### config.mk
export PLATFORM = sky130hd
export DESIGN_NAME = osc_trim_ctrl
export DESIGN_NICKNAME = d
export VERILOG_FILES = /design/src/trim_ctrl_pkg.sv /design/src/osc_trim_ctrl.sv
export SDC_FILE = /design/constraint.sdc
export NUM_CORES = 1
export LEC_CHECK = 0
export ABC_AREA = 1
export ABC_CLOCK_PERIOD_IN_PS = 13100
export BUFFER_PORTS_ARGS = -buffer_cell sky130_fd_sc_hd__clkbuf_2
export CAP_MARGIN = 5
export CORE_MARGIN = 8
export CORE_UTILIZATION = 48
export CTS_BUF_LIST = sky130_fd_sc_hd__clkbuf_2
export DETAILED_ROUTE_END_ITERATION = 6
export PLACE_DENSITY_LB_ADDON = 0.3
export SETUP_SLACK_MARGIN = 0.5
export SLEW_MARGIN = 10
export SYNTH_ARGS = -nofsm -noshare
export SYNTH_HDL_FRONTEND = slang
export SYNTH_SLANG_ARGS = --single-unit
### constraint.sdc
create_clock -name clk_i -period 13.1 [get_ports clk_i]
set_input_delay 1.965 -clock clk_i [delete_from_list [all_inputs] [get_ports clk_i]]
set_output_delay 1.965 -clock clk_i [all_outputs]
set_load 0.005 [all_outputs]
### src/trim_ctrl_pkg.sv
package trim_ctrl_pkg;
    localparam int          ADDR_W        = 8;
    localparam logic [7:0]  PRIMARY_OFS   = 8'h00;
    localparam logic [7:0]  REFCFG_OFS    = 8'h04;
    localparam logic [31:0] PRIMARY_RESET = 32'h0000_2000;
    localparam logic [31:0] REFCFG_RESET  = 32'h2022_bb7f;
    localparam logic [31:0] REFCFG_WMASK  = 32'hb7ff_ffff;
    localparam int          ADJ_LSB       = 8;
    localparam int          ADJ_W         = 6;
    localparam int          SOFT_PULSE_BIT = 7;
    localparam int          HW_TUNE_BIT   = 6;
    localparam int          CNT_EN_BIT    = 5;
    localparam int          IE_LSB        = 0;
    localparam int          EDGE_BIT      = 31;
    localparam int          SRC_LSB       = 28;
    localparam int          DIV_LSB       = 24;
    localparam int          TOL_LSB       = 16;
    localparam int          PRELOAD_LSB   = 0;
    localparam logic [5:0]  ADJ_MID       = 6'h20;
    localparam logic [5:0]  ADJ_MAX       = 6'h3f;
    localparam int          STEP_KHZ      = 57;
    localparam logic [1:0]  SRC_PIN       = 2'h0;
    localparam logic [1:0]  SRC_XTAL      = 2'h1;
    localparam int          UP_SHIFT      = 7;
    localparam logic [1:0]  WARN_MULT     = 2'h3;
    typedef enum logic [1:0] {CNT_IDLE, CNT_DOWN, CNT_UP, CNT_HALT} cnt_state_t;
endpackage

### src/osc_trim_ctrl.sv
module osc_trim_ctrl #(
    parameter int CNT_W = 16
) (
    input  wire logic                             clk_i,
    input  wire logic                             rst_i,
    input  wire logic                             reg_wr_i,
    input  wire logic                             reg_rd_i,
    input  wire logic [trim_ctrl_pkg::ADDR_W-1:0] reg_addr_i,
    input  wire logic [31:0]                      reg_wdata_i,
    output logic      [31:0]                      reg_rdata_o,
    input  wire logic                             ext_sync_pin_i,
    input  wire logic                             low_speed_crystal_i,
    output logic      [5:0]                       osc_adjust_code_o,
    output logic                                  hw_tune_enable_o,
    output logic                                  tune_counter_enable_o,
    output logic      [3:0]                       irq_enable_o,
    output logic      [15:0]                      counter_value_o,
    output logic                                  count_down_o,
    output logic                                  good_flag_o,
    output logic                                  warn_flag_o,
    output logic                                  expect_ref_flag_o,
    output logic                                  clock_error_o,
    output logic                                  ref_miss_o,
    output logic                                  adjust_range_error_o
);
    import trim_ctrl_pkg::*;

    if (CNT_W != 16) begin : g_bad_width
        $error("counter width must be 16");
    end

    logic [5:0]       adj_reg;
    logic             hw_tune_reg;
    logic             cnt_en_reg;
    logic [3:0]       ie_reg;
    logic             soft_pulse_reg;
    logic [31:0]      refcfg_reg;
    logic             lvl_prev_reg;
    logic [6:0]       div_reg;
    logic             ext_pulse_reg;
    cnt_state_t       state_reg;
    logic [15:0]      count_reg;
    logic             wr_primary;
    logic             wr_refcfg;
    logic             sync_pulse;
    logic             src_lvl;
    logic             edge_hit;
    logic [6:0]       div_mask;
    logic [15:0]      lim1;
    logic [15:0]      lim3;
    logic [15:0]      lim128;
    logic [15:0]      preload;
    logic             evaluate;
    logic signed [2:0] delta;
    logic             ev_good;
    logic             ev_warn;
    logic             ev_err;
    logic [6:0]       sat_res;
    logic             adj_step;

    function automatic logic [6:0] sat_adjust(input logic [5:0] code,
                                              input logic signed [2:0] step);
        logic signed [7:0] sum;
        sum = $signed({2'b00, code}) + 8'(step);
        if (sum > $signed({2'b00, ADJ_MAX})) begin
            sat_adjust = {1'b1, ADJ_MAX};
        end else if (sum < 0) begin
            sat_adjust = {1'b1, 6'h00};
        end else begin
            sat_adjust = {1'b0, sum[5:0]};
        end
    endfunction

    assign wr_primary = reg_wr_i && (reg_addr_i == PRIMARY_OFS);
    assign wr_refcfg  = reg_wr_i && (reg_addr_i == REFCFG_OFS);
    assign preload    = refcfg_reg[PRELOAD_LSB +: 16];
    // evaluation thresholds from the tolerance base
    assign lim1   = {8'h00, refcfg_reg[TOL_LSB +: 8]};
    assign lim3   = 16'(refcfg_reg[TOL_LSB +: 8]) * 16'(WARN_MULT);
    assign lim128 = {1'b0, refcfg_reg[TOL_LSB +: 8], 7'h00};

    // primary control fields
    always_ff @(posedge clk_i or posedge rst_i) begin
        if (rst_i) begin
            hw_tune_reg <= PRIMARY_RESET[HW_TUNE_BIT];
            cnt_en_reg  <= PRIMARY_RESET[CNT_EN_BIT];
            ie_reg      <= PRIMARY_RESET[IE_LSB +: 4];
        end else if (wr_primary) begin
            hw_tune_reg <= reg_wdata_i[HW_TUNE_BIT];
            cnt_en_reg  <= reg_wdata_i[CNT_EN_BIT];
            ie_reg      <= reg_wdata_i[IE_LSB +: 4];
        end
    end

    // self-clearing software pulse
    always_ff @(posedge clk_i or posedge rst_i) begin
        if (rst_i) begin
            soft_pulse_reg <= 1'b0;
        end else begin
            soft_pulse_reg <= wr_primary && reg_wdata_i[SOFT_PULSE_BIT];
        end
    end

    // adjust code: hardware in auto mode, software otherwise
    always_ff @(posedge clk_i or posedge rst_i) begin
        if (rst_i) begin
            adj_reg <= PRIMARY_RESET[ADJ_LSB +: ADJ_W];
        end else if (hw_tune_reg) begin
            if (adj_step) begin
                adj_reg <= sat_res[5:0];
            end
        end else if (wr_primary) begin
            adj_reg <= reg_wdata_i[ADJ_LSB +: ADJ_W];
        end
    end

    // reference config, frozen while counting
    always_ff @(posedge clk_i or posedge rst_i) begin
        if (rst_i) begin
            refcfg_reg <= REFCFG_RESET;
        end else if (wr_refcfg && !cnt_en_reg) begin
            refcfg_reg <= (reg_wdata_i & REFCFG_WMASK) | (REFCFG_RESET & ~REFCFG_WMASK);
        end
    end

    // read data
    always_ff @(posedge clk_i or posedge rst_i) begin
        if (rst_i) begin
            reg_rdata_o <= 32'h0000_0000;
        end else if (reg_rd_i) begin
            unique case (reg_addr_i)
                PRIMARY_OFS: reg_rdata_o <= {18'h00000, adj_reg, 1'b0, hw_tune_reg,
                                             cnt_en_reg, 1'b0, ie_reg};
                REFCFG_OFS:  reg_rdata_o <= refcfg_reg;
                default:     reg_rdata_o <= 32'h0000_0000;
            endcase
        end
    end

    // reference source, edge, prescaler
    always_comb begin
        unique case (refcfg_reg[SRC_LSB +: 2])
            SRC_PIN:  src_lvl = ext_sync_pin_i;
            SRC_XTAL: src_lvl = low_speed_crystal_i;
            default:  src_lvl = 1'b0;
        endcase
    end
    assign edge_hit = refcfg_reg[EDGE_BIT] ? (lvl_prev_reg && !src_lvl)
                                           : (!lvl_prev_reg && src_lvl);
    assign div_mask = 7'h7f >> (3'h7 - refcfg_reg[DIV_LSB +: 3]);

    always_ff @(posedge clk_i or posedge rst_i) begin
        if (rst_i) begin
            lvl_prev_reg  <= 1'b0;
            div_reg       <= 7'h00;
            ext_pulse_reg <= 1'b0;
        end else begin
            lvl_prev_reg  <= src_lvl;
            ext_pulse_reg <= edge_hit && (div_reg == div_mask);
            if (edge_hit) begin
                div_reg <= (div_reg == div_mask) ? 7'h00 : div_reg + 7'h01;
            end
        end
    end

    assign sync_pulse = ext_pulse_reg | soft_pulse_reg;

    // trim counter
    always_ff @(posedge clk_i or posedge rst_i) begin
        if (rst_i) begin
            state_reg <= CNT_IDLE;
            count_reg <= 16'h0000;
        end else if (!cnt_en_reg) begin
            state_reg <= CNT_IDLE;
        end else if (sync_pulse) begin
            state_reg <= CNT_DOWN;
            count_reg <= preload;
        end else begin
            unique case (state_reg)
                CNT_IDLE: state_reg <= CNT_IDLE;
                CNT_DOWN: begin
                    if (count_reg == 16'h0000) begin
                        state_reg <= CNT_UP;
                        count_reg <= 16'h0001;
                    end else begin
                        count_reg <= count_reg - 16'h0001;
                    end
                end
                CNT_UP: begin
                    if (count_reg >= lim128) begin
                        state_reg <= CNT_HALT;
                    end else begin
                        count_reg <= count_reg + 16'h0001;
                    end
                end
                CNT_HALT: state_reg <= CNT_HALT;
            endcase
        end
    end

    // frequency evaluation at each pulse while counting down or up
    assign evaluate = cnt_en_reg && sync_pulse && (state_reg != CNT_IDLE);
    always_comb begin
        ev_good = 1'b0;
        ev_warn = 1'b0;
        ev_err  = 1'b0;
        delta   = 3'sd0;
        if (evaluate && state_reg != CNT_HALT) begin
            if (count_reg >= lim128) begin
                ev_err = (state_reg == CNT_DOWN);
            end else if (count_reg >= lim3) begin
                ev_warn = 1'b1;
                delta   = (state_reg == CNT_DOWN) ? 3'sd2 : -3'sd2;
            end else if (count_reg >= lim1) begin
                ev_good = 1'b1;
                delta   = (state_reg == CNT_DOWN) ? 3'sd1 : -3'sd1;
            end else begin
                ev_good = 1'b1;
            end
        end
    end
    assign sat_res  = sat_adjust(adj_reg, delta);
    assign adj_step = hw_tune_reg && (delta != 3'sd0);

    // event and status outputs
    always_ff @(posedge clk_i or posedge rst_i) begin
        if (rst_i) begin
            good_flag_o          <= 1'b0;
            warn_flag_o          <= 1'b0;
            clock_error_o        <= 1'b0;
            expect_ref_flag_o    <= 1'b0;
            ref_miss_o           <= 1'b0;
            adjust_range_error_o <= 1'b0;
        end else begin
            good_flag_o          <= ev_good;
            warn_flag_o          <= ev_warn;
            clock_error_o        <= ev_err;
            expect_ref_flag_o    <= cnt_en_reg && !sync_pulse && state_reg == CNT_DOWN
                                    && count_reg == 16'h0000;
            ref_miss_o           <= cnt_en_reg && !sync_pulse && state_reg == CNT_UP
                                    && count_reg >= lim128;
            adjust_range_error_o <= adj_step && sat_res[6];
        end
    end

    always_ff @(posedge clk_i or posedge rst_i) begin
        if (rst_i) begin
            osc_adjust_code_o     <= PRIMARY_RESET[ADJ_LSB +: ADJ_W];
            hw_tune_enable_o      <= 1'b0;
            tune_counter_enable_o <= 1'b0;
            irq_enable_o          <= 4'h0;
            counter_value_o       <= 16'h0000;
            count_down_o          <= 1'b0;
        end else begin
            osc_adjust_code_o     <= adj_reg;
            hw_tune_enable_o      <= hw_tune_reg;
            tune_counter_enable_o <= cnt_en_reg;
            irq_enable_o          <= ie_reg;
            counter_value_o       <= count_reg;
            count_down_o          <= (state_reg == CNT_DOWN);
        end
    end
endmodule

=== Yosys cells after proc, flatten, opt, wreduce, memory -nomap -nowiden ===
Index checks and enable logic that the tools add are counted.

* Memory bits (read-only): 0
* Input bits: 46
* Register bits: 137
* Latch bits: 0
* Memories: 0
* Logic and storage cells: 112
* Output and inout bits: 67
* RAM bits: 0

* Add/subtract/negate cells: 5
* Shift-type cells: 1
* Reductions and logical operators: 32
* Bitwise logic cells: 1
* Mux-type cells: 32
* Equal/unequal tests: 11
* $lt $le $gt $ge: 5
* Div/mod/pow operators: 0
* $mul: 1

{| class="wikitable"
|+ Operators by type and width
! kind !! count
|-
| case mux 32 bit (2 select lines) || 1
|-
| 2-to-1 mux 16 bit || 3
|-
| case mux 16 bit (2 select lines) || 1
|-
| 2-to-1 mux 7 bit || 3
|-
| 2-to-1 mux 3 bit || 6
|-
| 2-to-1 mux 6 bit || 3
|-
| logical AND 1 bit || 17
|-
| adder 16 x 1 -> 16 bit (second input constant) || 1
|-
| greater-or-equal comparator 16 x 10 -> 1 bit || 1
|-
| greater-or-equal comparator 16 x 15 -> 1 bit || 1
|-
| greater-or-equal comparator 16 x 8 -> 1 bit || 1
|-
| zero test 16 bit || 1
|-
| subtractor 16 x 1 -> 16 bit (second input constant) || 1
|-
| multiplier 8 x 2 -> 10 bit (second input constant) || 1
|-
| 2-to-1 mux 1 bit || 9
|-
| adder 7 x 3 -> 8 bit || 1
|-
| equality test 8 x 3 -> 1 bit (second input constant) || 1
|-
| greater-than comparator 8 x 7 -> 1 bit (second input constant) || 1
|-
| zero test 8 bit || 1
|-
| less-than comparator 8 x 1 -> 1 bit (second input constant) || 1
|-
| 2-to-1 mux 2 bit || 4
|-
| != test 4 x 3 -> 1 bit (second input constant) || 2
|-
| case mux 2 bit (4 select lines) || 1
|-
| adder 7 x 1 -> 7 bit (second input constant) || 1
|-
| 16 further kinds || 25
|}

=== Logic depth before layout (Yosys ltp) ===
* Word-level depth: 12
* Gate-level depth with buffers: 36
* Mapped depth without buffers: 36

=== Least setup slack after synthesis ===
OpenSTA, ideal clock, no wires.

* Path type: reg-to-reg
* Start: register refcfg_reg[18]
* End: register adj_reg[0]
* Cell stages (with the launch flop): 34
* Period minus slack after synthesis: 4.217 ns
* Buffers on the path: 0
* Setup time: 0.116 ns
* Data required time: 12.984 ns
* Data arrival time: 4.101 ns
* Path slack: 8.883 ns
* Path through: dfrtp_1 > ha_1 > a21oi_1 > nand2_1 > nand2_1 > nand2_1 > a21oi_1 > nor2_1 > nor2_1 > nor2_1 > nor2_1 > xor2_1 > ha_1 > nand2_1 > inv_1 > nand2_1 > nor2_4 > nand2_1 > nand2_2 > nor2_4 > nand2_4 > nand3_4 > inv_1 > ha_1 > a21oi_1 > nand2_1 > a31oi_1 > inv_1 > nand4_1 > nand2_2 > nand2_4 > nand3_2 > nand2_1 > nand2_1

* Longest elaborated chain between the ends: 11
* Elaborated cells on any way between the ends: 19
* Those cells by class: 1 x add/sub; 1 x mul; 5 x order compare; 1 x eq/ne; 8 x mux; 3 x reduce/logical

{| class="wikitable"
|+ Ends and longest elaborated chain
! what !! RTL line !! text
|-
| start, declared || osc_trim_ctrl.sv:37 || <nowiki>logic [31:0] refcfg_reg;</nowiki>
|-
| start signal, assigned || osc_trim_ctrl.sv:122 || <nowiki>refcfg_reg <= (reg_wdata_i & REFCFG_WMASK) | (REFCFG_RESET & ~REFCFG_WMASK);</nowiki>
|-
| multiplier 8 x 2 -> 10 bit / greater-or-equal comparator 16 x 8 -> 1 bit (equally long branches) || osc_trim_ctrl.sv:79, osc_trim_ctrl.sv:214 ||
|-
| greater-or-equal comparator 16 x 10 -> 1 bit / 2-to-1 mux 3 bit (equally long branches) || osc_trim_ctrl.sv:211, osc_trim_ctrl.sv:214 ||
|-
| 2-to-1 mux 3 bit || osc_trim_ctrl.sv:211 || <nowiki>end else if (count_reg >= lim3) begin</nowiki>
|-
| 2-to-1 mux 3 bit * || osc_trim_ctrl.sv:209 || <nowiki>if (count_reg >= lim128) begin</nowiki>
|-
| 2-to-1 mux 3 bit * || osc_trim_ctrl.sv:208 || <nowiki>if (evaluate && state_reg != CNT_HALT) begin</nowiki>
|-
| adder 7 x 3 -> 8 bit || osc_trim_ctrl.sv:64 || <nowiki>sum = $signed({2'b00, code}) + 8'(step);</nowiki>
|-
| less-than comparator 8 x 1 -> 1 bit || osc_trim_ctrl.sv:67 || <nowiki>end else if (sum < 0) begin</nowiki>
|-
| 2-to-1 mux 7 bit || osc_trim_ctrl.sv:67 ||
|-
| 2-to-1 mux 7 bit || osc_trim_ctrl.sv:65 || <nowiki>if (sum > $signed({2'b00, ADJ_MAX})) begin</nowiki>
|-
| 2-to-1 mux 6 bit || osc_trim_ctrl.sv:109 || <nowiki>if (adj_step) begin</nowiki>
|-
| 2-to-1 mux 6 bit || osc_trim_ctrl.sv:108 || <nowiki>end else if (hw_tune_reg) begin</nowiki>
|-
| end signal, assigned || osc_trim_ctrl.sv:107 || <nowiki>adj_reg <= PRIMARY_RESET[ADJ_LSB +: ADJ_W];</nowiki>
|-
| end signal, assigned || osc_trim_ctrl.sv:110 || <nowiki>adj_reg <= sat_res[5:0];</nowiki>
|-
| end signal, assigned || osc_trim_ctrl.sv:113 || <nowiki>adj_reg <= reg_wdata_i[ADJ_LSB +: ADJ_W];</nowiki>
|-
| end, declared || osc_trim_ctrl.sv:32 || <nowiki>logic [5:0] adj_reg;</nowiki>
|}

Every way passes the cells marked *; elsewhere a longest branch is shown, timed or not. The select of a mux whose other input is x is not followed.
A chain may end at the register's enable or synchronous reset.

=== Worst setup path in the final report ===
* Start: register refcfg_reg[18]
* End: register adj_reg[2]

The elaborated chain is that of the path after synthesis.

==> impl_metrics.py <==
metrics = {
    "power": {
        "cell_internal_pwr_uw": 542,
        "power_density_nw_per_um2": 87.7,
        "p_sw_uw": 206,
        "power.leakage_nw": 4.53,
        "swShare_pct": 27.5,
        "pwr-share-comb_pct": 9.3,
        "power_frac_clock_pct": 31.4,
        "vdd_drop_max_mv": 0.0562,
        "power_frac_seq_pct": 59.3,
    },
    "timing": {
        "fin_crit_sh_pct": 38.0,
        "finalMaxSlewViolations": 0,
        "finalSetupViolations": 0,
        "finClkSkew_ns": 0.0323,
        "period_needed_ns": 4.98,
        "rsz0062_at_grt": "no",
        "tightest_slew_ns": 1.04,
        "slew_headroom_pct": 30.9,
        "setup-tns-final_ns": 0,
        "finalHoldViolations": 0,
        "max_clock_freq_mhz": 201,
    },
    "cts": {
        "clkLatencyLatePin_ns": 0.70,
        "htreeDepth": 4,
        "post_cts_resized": 0,
        "cts_sinks": 135,
        "cts_tree": "yes",
        "root_buffer": "clkbuf_2",
        "post-cts-setup-buffers": 0,
        "path_clk_slew_ns": 0.20,
        "cts_buffers": 17,
        "ctsHoldBuffers": 0,
        "clockBufferDepth": 2,
    },
    "worst_setup_path": {
        "crit_slowest_cell": "dfrtp_1",
        "crit_type": "flip-flop to flip-flop",
        "crit_top_cell": "nand2_1",
        "cp_data_required_time_ns": 13.72,
        "rr_endpoint": "adj_reg[2]",
        "crit_path_max_incr_delay_ns": 0.48,
        "r2r_slack_ns": 8.12,
        "endpoint": "adj_reg[2]",
        "critPathLaunch": "refcfg_reg[18]",
        "endpoint_kind": "flip-flop",
        "r2r_cells": 32,
        "cp.arrival_ns": 5.59,
        "worstReg2RegStart": "refcfg_reg[18]",
        "start_kind": "flip-flop",
        "crit_path_max_fanout": 6,
    },
    "global_routing": {
        "groute.usage.overall_pct": 20.0,
        "met1_usage_pct": 25.6,
        "grt_max_degree": 85,
        "top_usage_layer": "met2",
        "grt_pass1_vias": 6483,
        "grt_pass1_wl_um": 32100,
        "grt_use_met2_pct": 31.3,
        "antenna_found_initial": 1,
        "gr-total-overflow": 0,
        "met3_usage_pct": 5.28,
    },
    "place": {
        "placed_area_um2": 8320,
        "gp_routability_congestion": 0.920,
        "io_buffers": 108,
        "dp.cells": 1208,
        "dp_hpwl_um": 13900,
    },
    "logic_synthesis": {
        "yosysSeqAreaShare_pct": 44.7,
        "yosys_warnings": 0,
        "syn-cell-area_um2": 7610,
        "ys_types": 51,
        "async_reset_ff_share_pct": 100,
        "synthCells": 909,
        "synth_seq_cells": 135,
        "synth_ff_type": "dfrtp_1",
        "syn_avg_cell_area_um2": 8.37,
        "synth-edff-count": 0,
    },
    "detailed_routing": {
        "via_per_inst": 5.17,
        "vias": 6411,
        "drc_errors": 0,
        "firstDrtPassIters": 7,
        "wl_per_cell_um": 15.3,
        "drt_iter0_drc": 409,
        "wl_um": 19000,
        "ant_nets": 0,
    },
    "layout": {
        "final_net_count": 1103,
        "stdcell_count": 1240,
        "nFillCells": 1477,
        "seq_area_um2": 3400,
        "areaGrowthSynthToFinish_pct": 12.1,
        "multi_input_area_um2": 3630,
        "drive_gt1_share_pct": 21.1,
        "stdcell_area_um2": 8530,
    },
    "floorplanning": {
        "die-area_um2": 20100,
        "die_h_um": 142,
        "die_width_um": 142,
        "ios": 113,
        "num_rows": 46,
        "core-area_um2": 15700,
        "initial_core_util_pct": 48.4,
    },
    "hold_path": {
        "hold_path.class": "flip-flop to flip-flop",
    },
    "run": {
        "maxCapViolCount": 0,
    },
    "outcome": {
        "status": "completed",
    },
}
cell families (layout without fill, tap and decap cells):
logic type / count (synthesis) / in the layout / synth area share [%]
simple gates: 370 / 370 / 23.3
compound gates: 190 / 190 / 14.3
buf+inv: 148 / 261 / 7.68
flops: 135 / 135 / 44.7
fa+ha+maj: 46 / 46 / 7.76
xor+xnor: 17 / 17 / 1.96
mux: 2 / 2 / 0.296
other cells: 1 / 3 / 0.0493
through the flow:
step	power, mW	utilization [%]	hold slack (ns)	setup slack [ns]
2_1_floorplan	0.494	-	0.369	7.55
3_3_place_gp	0.519	53.0	0.380	8.25
3_5_place_dp	0.521	53.0	0.382	8.17
4_1_cts	0.758	54.3	0.405	8.15
5_1_grt	0.789	54.3	0.414	7.49
6_report	0.748	54.3	0.404	8.12
placed cells by master, fill, tap and decap left out, types with 4 or more instances in the layout:
cell and instances:
a21oi_1 70, a31oi_1 5, buf_4 5, clkbuf_2 127, clkinv_1 5, clkinv_2 5, dfrtp_1 117, dfstp_2 18
ha_1 44, inv_1 106, inv_2 8, nand2_1 163, nand2_2 14, nand2_4 4, nand3_1 52, nand3_2 9
nand4_1 14, nor2_1 81, nor2_2 4, nor2_4 7, nor3_1 8, nor4_1 5, o211ai_1 8, o21ai_0 59
o21ai_1 14, o221ai_1 4, o22ai_1 6, o31ai_1 16, xnor2_1 4, xor2_1 13
worst min-delay path by stage:
stage	cells past startpoint	endpoint	start
after global placement	0	osc_adjust_code_o[5]	adj_reg[5]
after CTS	0	osc_adjust_code_o[5]	adj_reg[5]
after global routing	0	osc_adjust_code_o[5]	adj_reg[5]
final	0	osc_adjust_code_o[5]	adj_reg[5]
after floorplan	0	osc_adjust_code_o[5]	adj_reg[5]
after detailed placement	0	osc_adjust_code_o[5]	adj_reg[5]
metal layers:
metal  wire (µm)  vias to the layer above
li1            -                     3234
met1        8850                     2974
met2        8510                      160
met3        1040                       43
met4         582                        0
met5           0                        -
cell usage after synthesis, types with 4 or more instances:
| library cell | count | share of area, % |
|---|---|---|
| xnor2_1 | 4 | 0.46 |
| inv_2 | 8 | 0.39 |
| a31oi_1 | 5 | 0.41 |
| dfrtp_1 | 117 | 38 |
| o22ai_1 | 6 | 0.49 |
| nand2_1 | 163 | 8.0 |
| o31ai_1 | 16 | 1.6 |
| nand3_2 | 9 | 1.2 |
| nand4_1 | 14 | 1.2 |
| o21ai_1 | 14 | 0.92 |
| nor3_1 | 8 | 0.53 |
| xor2_1 | 13 | 1.5 |
| o221ai_1 | 4 | 0.46 |
| clkbuf_1 | 22 | 1.1 |
| nand2_2 | 14 | 1.2 |
| nor2_1 | 82 | 4.0 |
| ha_1 | 44 | 7.2 |
| nand3_1 | 52 | 3.4 |
| nand2_4 | 4 | 0.59 |
| nor2_4 | 7 | 1.0 |
| dfstp_2 | 18 | 6.2 |
| inv_1 | 107 | 5.3 |
| o21ai_0 | 59 | 3.9 |
| a21oi_1 | 70 | 4.6 |
| o211ai_1 | 8 | 0.79 |
| nor4_1 | 5 | 0.41 |
critical path: cells and delay by family (launching register included):
family                   cells  cell delay [ns]
AO/OA/AOI/OAI                4             0.92
adder cells (fa/ha/maj)      3             0.92
XOR/XNOR                     1             0.16
AND/OR/NAND/NOR             21             2.04
flip-flops                   1             0.48
buffers and inverters        3             0.34
power groups by stage:
stage	Sequential, mW	Clock (mW)	Combinational, mW
2_1_floorplan	0.447	0	0.0473
6_report	0.444	0.235	0.0695
5_1_grt	0.446	0.262	0.0818
4_1_cts	0.444	0.243	0.0710
3_3_place_gp	0.450	0	0.0684
3_5_place_dp	0.451	0	0.0706
final cells by class:
cell class	count	share of cell area [%]
multi-input combinational	627	42.5
sequential	135	39.9
timing repair buffer	113	6.78
inverter	117	5.21
tap	216	3.17
clock inverter	12	1.31
clock buffer	19	1.11
antenna	1	0.0293
(Power assumes the default switching activity.)
